`src/shared/pmcs_map.svh`:
```
// Register offsets, field positions and constant values of the bank
`ifndef PMCS_MAP_SVH
`define PMCS_MAP_SVH

`define PMCS_ADDR_DUTY 8'h08
`define PMCS_ADDR_MUX 8'h09
`define PMCS_ADDR_STATUS 8'h0A
`define PMCS_ADDR_UNLOCK 8'h0B
`define PMCS_ADDR_RAILGOOD 8'h0C
`define PMCS_PROT_LO 8'h0D
`define PMCS_PROT_HI 8'h1F

`define PMCS_RESET_BYTE 8'h00
`define PMCS_RESET_DUTY 7'h00
`define PMCS_UNLOCK_CODE 8'h7D
`define PMCS_DUTY_LAST_CODE 7'h63
`define PMCS_DUTY_OFF 7'h00
`define PMCS_DUTY_ONE 7'h01

`define PMCS_BIT_OFF 7
`define PMCS_BIT_ADAPTER 3
`define PMCS_BIT_USB 2
`define PMCS_BIT_BUTTON 0
`define PMCS_DUTY_W 7
`define PMCS_RAIL_W 7
`define PMCS_SRC_W 5

`endif

```
`src/shared/pmcs_pkg.sv`:
```
// Types shared by the control and status register bank
package pmcs_pkg;

  typedef enum logic [2:0] {
    PMCS_MUX_OFF = 3'h0,
    PMCS_MUX_BATT = 3'h1,
    PMCS_MUX_SYS = 3'h2,
    PMCS_MUX_TEMP = 3'h3,
    PMCS_MUX_CHG = 3'h4,
    PMCS_MUX_EXT = 3'h5,
    PMCS_MUX_OFF6 = 3'h6,
    PMCS_MUX_OFF7 = 3'h7
  } pmcs_mux_t;

  // Gray order along LOCKED -> ARMED -> OPEN
  typedef enum logic [1:0] {
    PMCS_LOCKED = 2'h0,
    PMCS_ARMED = 2'h1,
    PMCS_OPEN = 2'h3
  } pmcs_lock_t;

endpackage

```
`src/hdl/pmcs_duty_decode.sv`:
```
// Dimming code to duty percentage decoder
`timescale 1ns/1ps
`include "pmcs_map.svh"

module pmcs_duty_decode (
  input wire logic [6:0] i_code,
  output logic [6:0] o_percent
);

  // code plus one, high codes off
  always_comb begin
    if (i_code <= `PMCS_DUTY_LAST_CODE) begin
      o_percent = 7'(i_code + `PMCS_DUTY_ONE);
    end else begin
      o_percent = `PMCS_DUTY_OFF;
    end
  end

endmodule

```
`src/hdl/pmcs_regs.sv`:
```
// Control, status and write-unlock register bank behind the serial port
`timescale 1ns/1ps
`include "pmcs_map.svh"

module pmcs_regs (
  input wire logic i_ref_clk,
  input wire logic i_reset,
  input wire logic i_wr_en,
  input wire logic i_rd_en,
  input wire logic [7:0] i_addr,
  input wire logic [7:0] i_wdata,
  input wire logic i_xfer_done,
  input wire logic i_power_enable_in,
  input wire logic i_adapter_present,
  input wire logic i_usb_supply_present,
  input wire logic i_button_input,
  input wire logic [6:0] i_rail_good,
  output logic [7:0] o_rdata,
  output logic [6:0] o_duty_percent,
  output logic [2:0] o_monitor_select_code,
  output logic o_mux_enable,
  output logic [4:0] o_mux_source,
  output logic o_off_enter,
  output logic o_prot_wr_en,
  output logic [7:0] o_prot_wr_addr,
  output logic [7:0] o_prot_wr_data
);

  ////////////////////////////////////////////////////////////////////////
  function automatic logic is_protected(input logic [7:0] addr);
    return (addr >= `PMCS_PROT_LO) && (addr <= `PMCS_PROT_HI);
  endfunction

  logic [6:0] duty_reg, duty_next;
  pmcs_pkg::pmcs_mux_t sel_reg, sel_next;
  logic off_reg, off_next;
  logic [7:0] unlock_reg, unlock_next;
  pmcs_pkg::pmcs_lock_t lock_reg, lock_next;
  logic fresh_reg, fresh_next;
  logic [7:0] rdata_reg, rdata_next;
  logic [6:0] pct_reg, pct_next;
  logic [4:0] src_reg, src_next;
  logic en_reg, en_next;
  logic offe_reg, offe_next;
  logic pwe_reg, pwe_next;
  logic [7:0] pwa_reg, pwa_next;
  logic [7:0] pwd_reg, pwd_next;
  logic [7:0] status_byte;
  logic [6:0] pct_comb;
  logic unlocked;

  pmcs_duty_decode u_duty (
    .i_code(duty_next),
    .o_percent(pct_comb)
  );

  ////////////////////////////////////////////////////////////////////////
  // Live status image
  always_comb begin
    status_byte = `PMCS_RESET_BYTE;
    status_byte[`PMCS_BIT_OFF] = off_reg;
    status_byte[`PMCS_BIT_ADAPTER] = i_adapter_present;
    status_byte[`PMCS_BIT_USB] = i_usb_supply_present;
    status_byte[`PMCS_BIT_BUTTON] = ~i_button_input;
  end

  assign unlocked = (unlock_reg == `PMCS_UNLOCK_CODE) && fresh_reg;

  ////////////////////////////////////////////////////////////////////////
  // Configuration, status and protected-write path
  always_comb begin
    duty_next = duty_reg;
    sel_next = sel_reg;
    off_next = off_reg;
    offe_next = 1'b0;
    pwe_next = 1'b0;
    pwa_next = pwa_reg;
    pwd_next = pwd_reg;
    // act on request once enable is low
    if (off_reg && !i_power_enable_in) begin
      offe_next = 1'b1;
      off_next = 1'b0;
    end
    if (i_wr_en) begin
      case (i_addr)
        `PMCS_ADDR_DUTY: begin
          duty_next = i_wdata[6:0];
        end
        `PMCS_ADDR_MUX: begin
          sel_next = pmcs_pkg::pmcs_mux_t'(i_wdata[2:0]);
        end
        `PMCS_ADDR_STATUS: begin
          // host write of one sets request, set wins
          if (i_wdata[`PMCS_BIT_OFF]) begin
            off_next = 1'b1;
          end
        end
        default: begin
          // fresh unlock lets this write through
          if (is_protected(i_addr) && unlocked) begin
            pwe_next = 1'b1;
            pwa_next = i_addr;
            pwd_next = i_wdata;
          end
        end
      endcase
    end
  end

  ////////////////////////////////////////////////////////////////////////
  // Unlock register sequencing
  always_comb begin
    unlock_next = unlock_reg;
    lock_next = lock_reg;
    fresh_next = fresh_reg;
    case (lock_reg)
      pmcs_pkg::PMCS_LOCKED: begin
      end
      pmcs_pkg::PMCS_ARMED: begin
        if (i_xfer_done) begin
          lock_next = pmcs_pkg::PMCS_OPEN;
        end
      end
      pmcs_pkg::PMCS_OPEN: begin
        if (i_xfer_done) begin
          lock_next = pmcs_pkg::PMCS_LOCKED;
          unlock_next = `PMCS_RESET_BYTE;
          fresh_next = 1'b0;
        end
      end
      default: begin
        lock_next = pmcs_pkg::PMCS_LOCKED;
      end
    endcase
    if (i_wr_en) begin
      if (i_addr == `PMCS_ADDR_UNLOCK) begin
        unlock_next = i_wdata;
        fresh_next = 1'b1;
        lock_next = pmcs_pkg::PMCS_ARMED;
      end else begin
        fresh_next = 1'b0;
      end
    end
  end

  ////////////////////////////////////////////////////////////////////////
  // Outputs and read data
  always_comb begin
    pct_next = pct_comb;
    rdata_next = rdata_reg;
    if (i_rd_en) begin
      case (i_addr)
        `PMCS_ADDR_DUTY: rdata_next = {1'b0, duty_reg};
        `PMCS_ADDR_MUX: rdata_next = {5'h00, sel_reg};
        `PMCS_ADDR_STATUS: rdata_next = status_byte;
        `PMCS_ADDR_UNLOCK: rdata_next = unlock_reg;
        `PMCS_ADDR_RAILGOOD: rdata_next = {1'b0, i_rail_good};
        default: rdata_next = `PMCS_RESET_BYTE;
      endcase
    end
  end

  always_comb begin
    en_next = 1'b0;
    src_next = 5'h00;
    case (sel_next)
      pmcs_pkg::PMCS_MUX_BATT: src_next = 5'h01;
      pmcs_pkg::PMCS_MUX_SYS: src_next = 5'h02;
      pmcs_pkg::PMCS_MUX_TEMP: src_next = 5'h04;
      pmcs_pkg::PMCS_MUX_CHG: src_next = 5'h08;
      pmcs_pkg::PMCS_MUX_EXT: src_next = 5'h10;
      default: src_next = 5'h00;
    endcase
    en_next = |src_next;
  end

  always_ff @(posedge i_ref_clk) begin
    if (i_reset) begin
      duty_reg <= `PMCS_RESET_DUTY;
      sel_reg <= pmcs_pkg::PMCS_MUX_OFF;
      off_reg <= 1'b0;
      unlock_reg <= `PMCS_RESET_BYTE;
      lock_reg <= pmcs_pkg::PMCS_LOCKED;
      fresh_reg <= 1'b0;
      rdata_reg <= `PMCS_RESET_BYTE;
      pct_reg <= `PMCS_DUTY_ONE;
      src_reg <= 5'h00;
      en_reg <= 1'b0;
      offe_reg <= 1'b0;
      pwe_reg <= 1'b0;
      pwa_reg <= `PMCS_RESET_BYTE;
      pwd_reg <= `PMCS_RESET_BYTE;
    end else begin
      duty_reg <= duty_next;
      sel_reg <= sel_next;
      off_reg <= off_next;
      unlock_reg <= unlock_next;
      lock_reg <= lock_next;
      fresh_reg <= fresh_next;
      rdata_reg <= rdata_next;
      pct_reg <= pct_next;
      src_reg <= src_next;
      en_reg <= en_next;
      offe_reg <= offe_next;
      pwe_reg <= pwe_next;
      pwa_reg <= pwa_next;
      pwd_reg <= pwd_next;
    end
  end

  assign o_rdata = rdata_reg;
  assign o_duty_percent = pct_reg;
  assign o_monitor_select_code = sel_reg;
  assign o_mux_enable = en_reg;
  assign o_mux_source = src_reg;
  assign o_off_enter = offe_reg;
  assign o_prot_wr_en = pwe_reg;
  assign o_prot_wr_addr = pwa_reg;
  assign o_prot_wr_data = pwd_reg;
endmodule

```
`config.mk`:
```
export PLATFORM = sky130hd
export DESIGN_NAME = pmcs_regs
export DESIGN_NICKNAME = d
export VERILOG_FILES = /design/src/shared/pmcs_pkg.sv /design/src/hdl/pmcs_duty_decode.sv /design/src/hdl/pmcs_regs.sv
export VERILOG_INCLUDE_DIRS = /design/src /design/src/shared
export SDC_FILE = /design/constraint.sdc
export NUM_CORES = 1
export LEC_CHECK = 0
export ABC_AREA = 1
export BUFFER_PORTS_ARGS = -buffer_cell sky130_fd_sc_hd__buf_2
export CORE_UTILIZATION = 56
export DETAILED_ROUTE_END_ITERATION = 8
export HOLD_SLACK_MARGIN = 0.08
export PLACE_DENSITY = 0.94
export SYNTH_ARGS = -nofsm -noshare
export SYNTH_HDL_FRONTEND = slang
export SYNTH_SLANG_ARGS = --single-unit
```
`constraint.sdc`:
```
create_clock -name i_ref_clk -period 3.65 [get_ports i_ref_clk]
set_clock_uncertainty 0.1 [all_clocks]
set_input_delay 0.365 -clock i_ref_clk [delete_from_list [all_inputs] [get_ports i_ref_clk]]
set_output_delay 0.365 -clock i_ref_clk [all_outputs]
set_load 0.05 [all_outputs]
```
==> flow_summary.toml, run 1 <==
[synthesis]
yosysWarnings = 0
ys_seq_elements = 61
synthCells = 353
synth_area_leader_cell = "dfxtp_1"
syn_nets = 386
post_synth.cell_area_avg_um2 = 7.603
seq_area_frac_synth = 0.4550
synth_top_area_share = 0.4550
synth_area_mm2 = 0.002684
ys_top_cells_by_area = "dfxtp_1, nand2_1, nor2_1"
yosys.cell_types.count = 36

[routing]
drc_errors = 7
routed_wl_mm = 6.628
vias_per_cell = 5.462
dr.pass1.iters = 9
vias = 2627
drt_iter0_drc = 219
wl_per_cell_um = 13.78
ant_nets = 0

[cells_and_area]
fin_cells = 481
final_common_cell = "buf_2"
final_cell_mix = "buf_2, nand2_1, dfxtp_1"
area_growth_pct = 19.86
layout-drive-gt1-share = 0.3054
utilization = 0.7190
layout.nets = 458
antenna_cells = 0
final_area_mm2 = 0.003217

[worst_setup_path]
crit_fanout = 20
critPathLaunchType = "register"
critPathArrivalTime_ps = 2420
cp.required_ps = 3810
critical_path_class = "reg2reg"
critPathCaptureType = "register"

[sta]
period_share = 0.6203
slew_headroom = 0.4874
final_hold_viol_count = 0
fin_ws_ps = 1386
worst_slew_pin_slew_ps = 768.0
min_period_ps = 2264
finalMaxSlewViolations = 0
max_freq_ghz = 0.4417
rsz0062_at_grt = "false"
finalSetupTns_ps = 0
finalSetupViolations = 0
hold_slack_ps = 134.4

[floorplan]
initial_core_util = 0.5998
die_h_um = 71.23
std_cell_rows = 24
die_x_um = 71.23
core_area_mm2 = 0.004474
die_area_mm2 = 0.005074
ios = 74

[power_and_ir_drop]
power_mw = 1.258
p_sw_mw = 0.3114
p_int_mw = 0.9464
vdd_drop_max_mv = 0.3341
p_leak_nw = 1.551
seq_power_share = 0.531
switching_share = 0.2476
p_comb_frac = 0.056
power.density_mw_per_mm2 = 391.0
clockPowerShare = 0.413

[place]
dpl.cell_count = 466
placed_area_mm2 = 0.003050
place.gp.congestion = 0.9073
dp_hpwl_mm = 4.774
io_buffers = 73
dp_slack_ps = 1207

[global_route]
grt_max_degree = 31
track_usage = 0.2758
grt_pass1_wl_mm = 10.82
gr-total-overflow = 0
first_global_vias = 2406
antenna_found_initial = 0

[clock_tree]
numCtsBuffers = 9
cts.repair.resized = 0
clk-insertion-delay-late_ps = 340
cts-root-buf = "clkbuf_8"
clock-sinks = 61
cts_tree = "yes"
postCtsSetupBuffers = 0
post_cts_hold_buffer_count = 0
cts_buffer_depth = 2
path_clk_slew_ps = 70
h-tree-depth = 3

[status]
violations = "DRC"
outcome = "finished, violations left"

[flow_run]
cap_violations = 0

[min_path]
hp-class = "in2reg"
[final timing paths]
path	from	to	slack, ps	depth (start not counted)
min	i_power_enable_in	o_off_enter$_SDFF_PP0_	130	2
min reg2reg	o_prot_wr_addr[6]$_SDFFE_PP0P_	o_prot_wr_addr[6]$_SDFFE_PP0P_	350	2
max reg2reg	unlock_reg[4]$_SDFF_PP0_	o_prot_wr_data[4]$_SDFFE_PP0P_	1390	6
max	unlock_reg[4]$_SDFF_PP0_	o_prot_wr_data[4]$_SDFFE_PP0P_	1390	6
[cells in the mapped netlist, drive strengths merged]
cell type,instances
a211oi,7
a21oi,21
a22o,1
a32oi,1
buf,5
clkbuf,7
dfxtp,61
ha,1
inv,41
nand2,85
nand3,24
nand3b,1
nand4,2
nor2,59
nor3,4
nor4,2
o2111ai,1
o211ai,1
o21ai,26
o21bai,1
o22ai,1
xor2,1
[worst max-delay path, stage by stage (launching register included)]
cell     delay [ps]
dfxtp_1         360
inv_1            80
nor4_1          350
nand3_1         370
inv_1           530
o21ai_0         180
a21oi_1         210
[final cells by class]
class	instances	area, um2
clock buffers	11	141.4
well taps	52	65.06
clock inverters	4	25.02
fillers	348	1257
repair buffers	73	365.4
inverters	41	153.9
flip-flops and latches	61	1221
multi-input cells	239	1245
[per-layer routing]
layer  track usage  vias to the layer above  share of wire  routed length (um)
li1              -                     1275              -                   -
met1        0.3459                     1171           0.40                2678
met2        0.4381                      154           0.47                3140
met3       0.05345                       27          0.087                 578
met4        0.1733                        0          0.035                 230
met5             0                        -              0                   0
[power groups by stage]
| stage | sequential, mW | clock, mW | combinational, mW |
|---|---|---|---|
| after floorplan | 0.688 | 0 | 0.0298 |
| after global placement | 0.683 | 0 | 0.0676 |
| after detailed placement | 0.683 | 0 | 0.0679 |
| after CTS | 0.668 | 0.520 | 0.0688 |
| after global routing | 0.668 | 0.547 | 0.0753 |
| final | 0.668 | 0.520 | 0.0701 |
[cell families (layout without fill, tap and decap cells)]
family | Yosys count | count (layout) | synth area share
buf+inv | 53 | 129 | 0.08112
simple gates | 177 | 177 | 0.3277
compound gates | 60 | 60 | 0.1282
flops | 61 | 61 | 0.4550
fa+ha+maj | 1 | 1 | 0.004661
xor+xnor | 1 | 1 | 0.003264
Note: power is estimated with default switching activity, not from simulation.
==> run 2: changes to the inputs <==
Settings changed: CORE_UTILIZATION 56 to 52, PLACE_DENSITY 0.94 to 0.88.
Clock period 3.65 ns to 2.2 ns, I/O delays scaled along.
==> flow_summary.toml, run 2 (synthesis results as in run 1) <==
[status]
outcome = "complete, no violations"

[routing]
drt_iter0_drc = 157
vias_per_cell = 5.175
routed_wl_mm = 6.873
drc_errors = 0
vias = 2639
wl_per_cell_um = 13.48
ant_nets = 0
dr.pass1.iters = 5

[sta]
final_hold_viol_count = 0
finalSetupViolations = 0
finalMaxSlewViolations = 0
rsz0062_at_grt = "false"
worst_slew_pin_slew_ps = 712.7
finalSetupTns_ps = 0
slew_headroom = 0.5243
max_freq_ghz = 0.5366
period_share = 0.8470
min_period_ps = 1864

[cells_and_area]
layout-drive-gt1-share = 0.3070
antenna_cells = 0
final_common_cell = "buf_2"
layout.nets = 471
final_area_mm2 = 0.003440
final_cell_mix = "buf_2, nand2_1, dfxtp_1"
utilization = 0.7094
area_growth_pct = 28.16

[floorplan]
ios = 74
initial_core_util = 0.5535
die_x_um = 73.84
core_area_mm2 = 0.004848
die_area_mm2 = 0.005452
std_cell_rows = 25
die_h_um = 73.84

[global_route]
gr-total-overflow = 0
grt_max_degree = 30
first_global_vias = 2445
antenna_found_initial = 0
grt_pass1_wl_mm = 11.13
track_usage = 0.2752

[clock_tree]
numCtsBuffers = 9
cts_buffer_depth = 2
cts_tree = "yes"
postCtsSetupBuffers = 0
path_clk_slew_ps = 80
clk-insertion-delay-late_ps = 350
cts-root-buf = "clkbuf_8"
cts.repair.resized = 0
h-tree-depth = 3
clock-sinks = 61

[worst_setup_path]
slowest_delay_ps = 400
cp_slowest_cell = "dfxtp_1"
worst_path_dominant_cell_family = "simple AND/OR/NAND/NOR gates"
critPathLaunchType = "register"
critPathArrivalTime_ps = 2040
crit_chain = "nand4_1, nor4_1, nand3_1, inv_1, o21ai_0, a21oi_1"
cp.required_ps = 2370
crit_fanout = 20
path_buf_inv = 1
critPathCaptureType = "register"
critical_path_class = "reg2reg"

[flow_run]
cap_violations = 0

[power_and_ir_drop]
power.density_mw_per_mm2 = 718.0
vdd_drop_max_mv = 0.4787
power_mw = 2.470
p_leak_nw = 1.645

[place]
io_buffers = 73
placed_area_mm2 = 0.003092
dp_hpwl_mm = 4.765
place.gp.congestion = 0.9071

[min_path]
hp-class = "in2reg"
## run 2: per-layer routing
layer  track usage  vias to the layer above  part of all wire  wire, um
met1        0.3191                     1187              0.41      2808
met4        0.1603                        0             0.030       209
met2        0.4567                      123              0.49      3348
met3       0.07133                       25             0.074       507
li1              -                     1304                 -         -
met5             0                        -                 0         0
## run 2: stage by stage
step | cells | worst slack (ps) | hold WS (ps)
after CTS | 510 | 352.3 | 88.51
after floorplan | 353 | 517.3 | 197.6
after global routing | 510 | 134.9 | 104.6
after detailed placement | 484 | 191.7 | 315.6
after global placement | 484 | 268.4 | 317.2
final | 510 | 336.5 | 97.98
## run 2: cell type report
type	count	area (um2)
Tap cell	67	83.83
Timing Repair Buffer	86	488.0
Clock inverter	7	123.9
Clock buffer	9	123.9
Sequential cell	61	1221
Fill cell	393	1409
Inverter	41	153.9
Multi-Input combinational cell	239	1245
## run 2: power breakdown
part / leakage, nW / switching [mW] / internal [mW]
logic: 1.03 / 0.0839 / 0.0468
clock network: 0.120 / 0.474 / 0.757
registers: 0.492 / 0.00153 / 1.11
total: 1.65 / 0.559 / 1.91
## run 2: timing repair
item                       in CTS  in global routing
setup endpoints to repair       0                  0
hold endpoints to repair       13                  0
hold buffers                   10                  0
## run 2: worst reg2reg max path: stages, from the launching register on
cell     delay (ps)
dfxtp_1         400
nand4_1         130
nor4_1          270
nand3_1         150
inv_1           390
o21ai_0         170
a21oi_1         190
## run 2: path summary, 6_finish.rpt
kind                                    endpoint  slack (ps)  cells after the start                            from
setup reg to reg  o_prot_wr_addr[1]$_SDFFE_PP0P_         340                      6        unlock_reg[6]$_SDFF_PP0_
hold reg to reg   o_prot_wr_addr[7]$_SDFFE_PP0P_         350                      2  o_prot_wr_addr[7]$_SDFFE_PP0P_
hold / removal           o_rdata[0]$_SDFFE_PP0P_         100                      3                  i_rail_good[0]
setup / recovery  o_prot_wr_addr[1]$_SDFFE_PP0P_         340                      6        unlock_reg[6]$_SDFF_PP0_
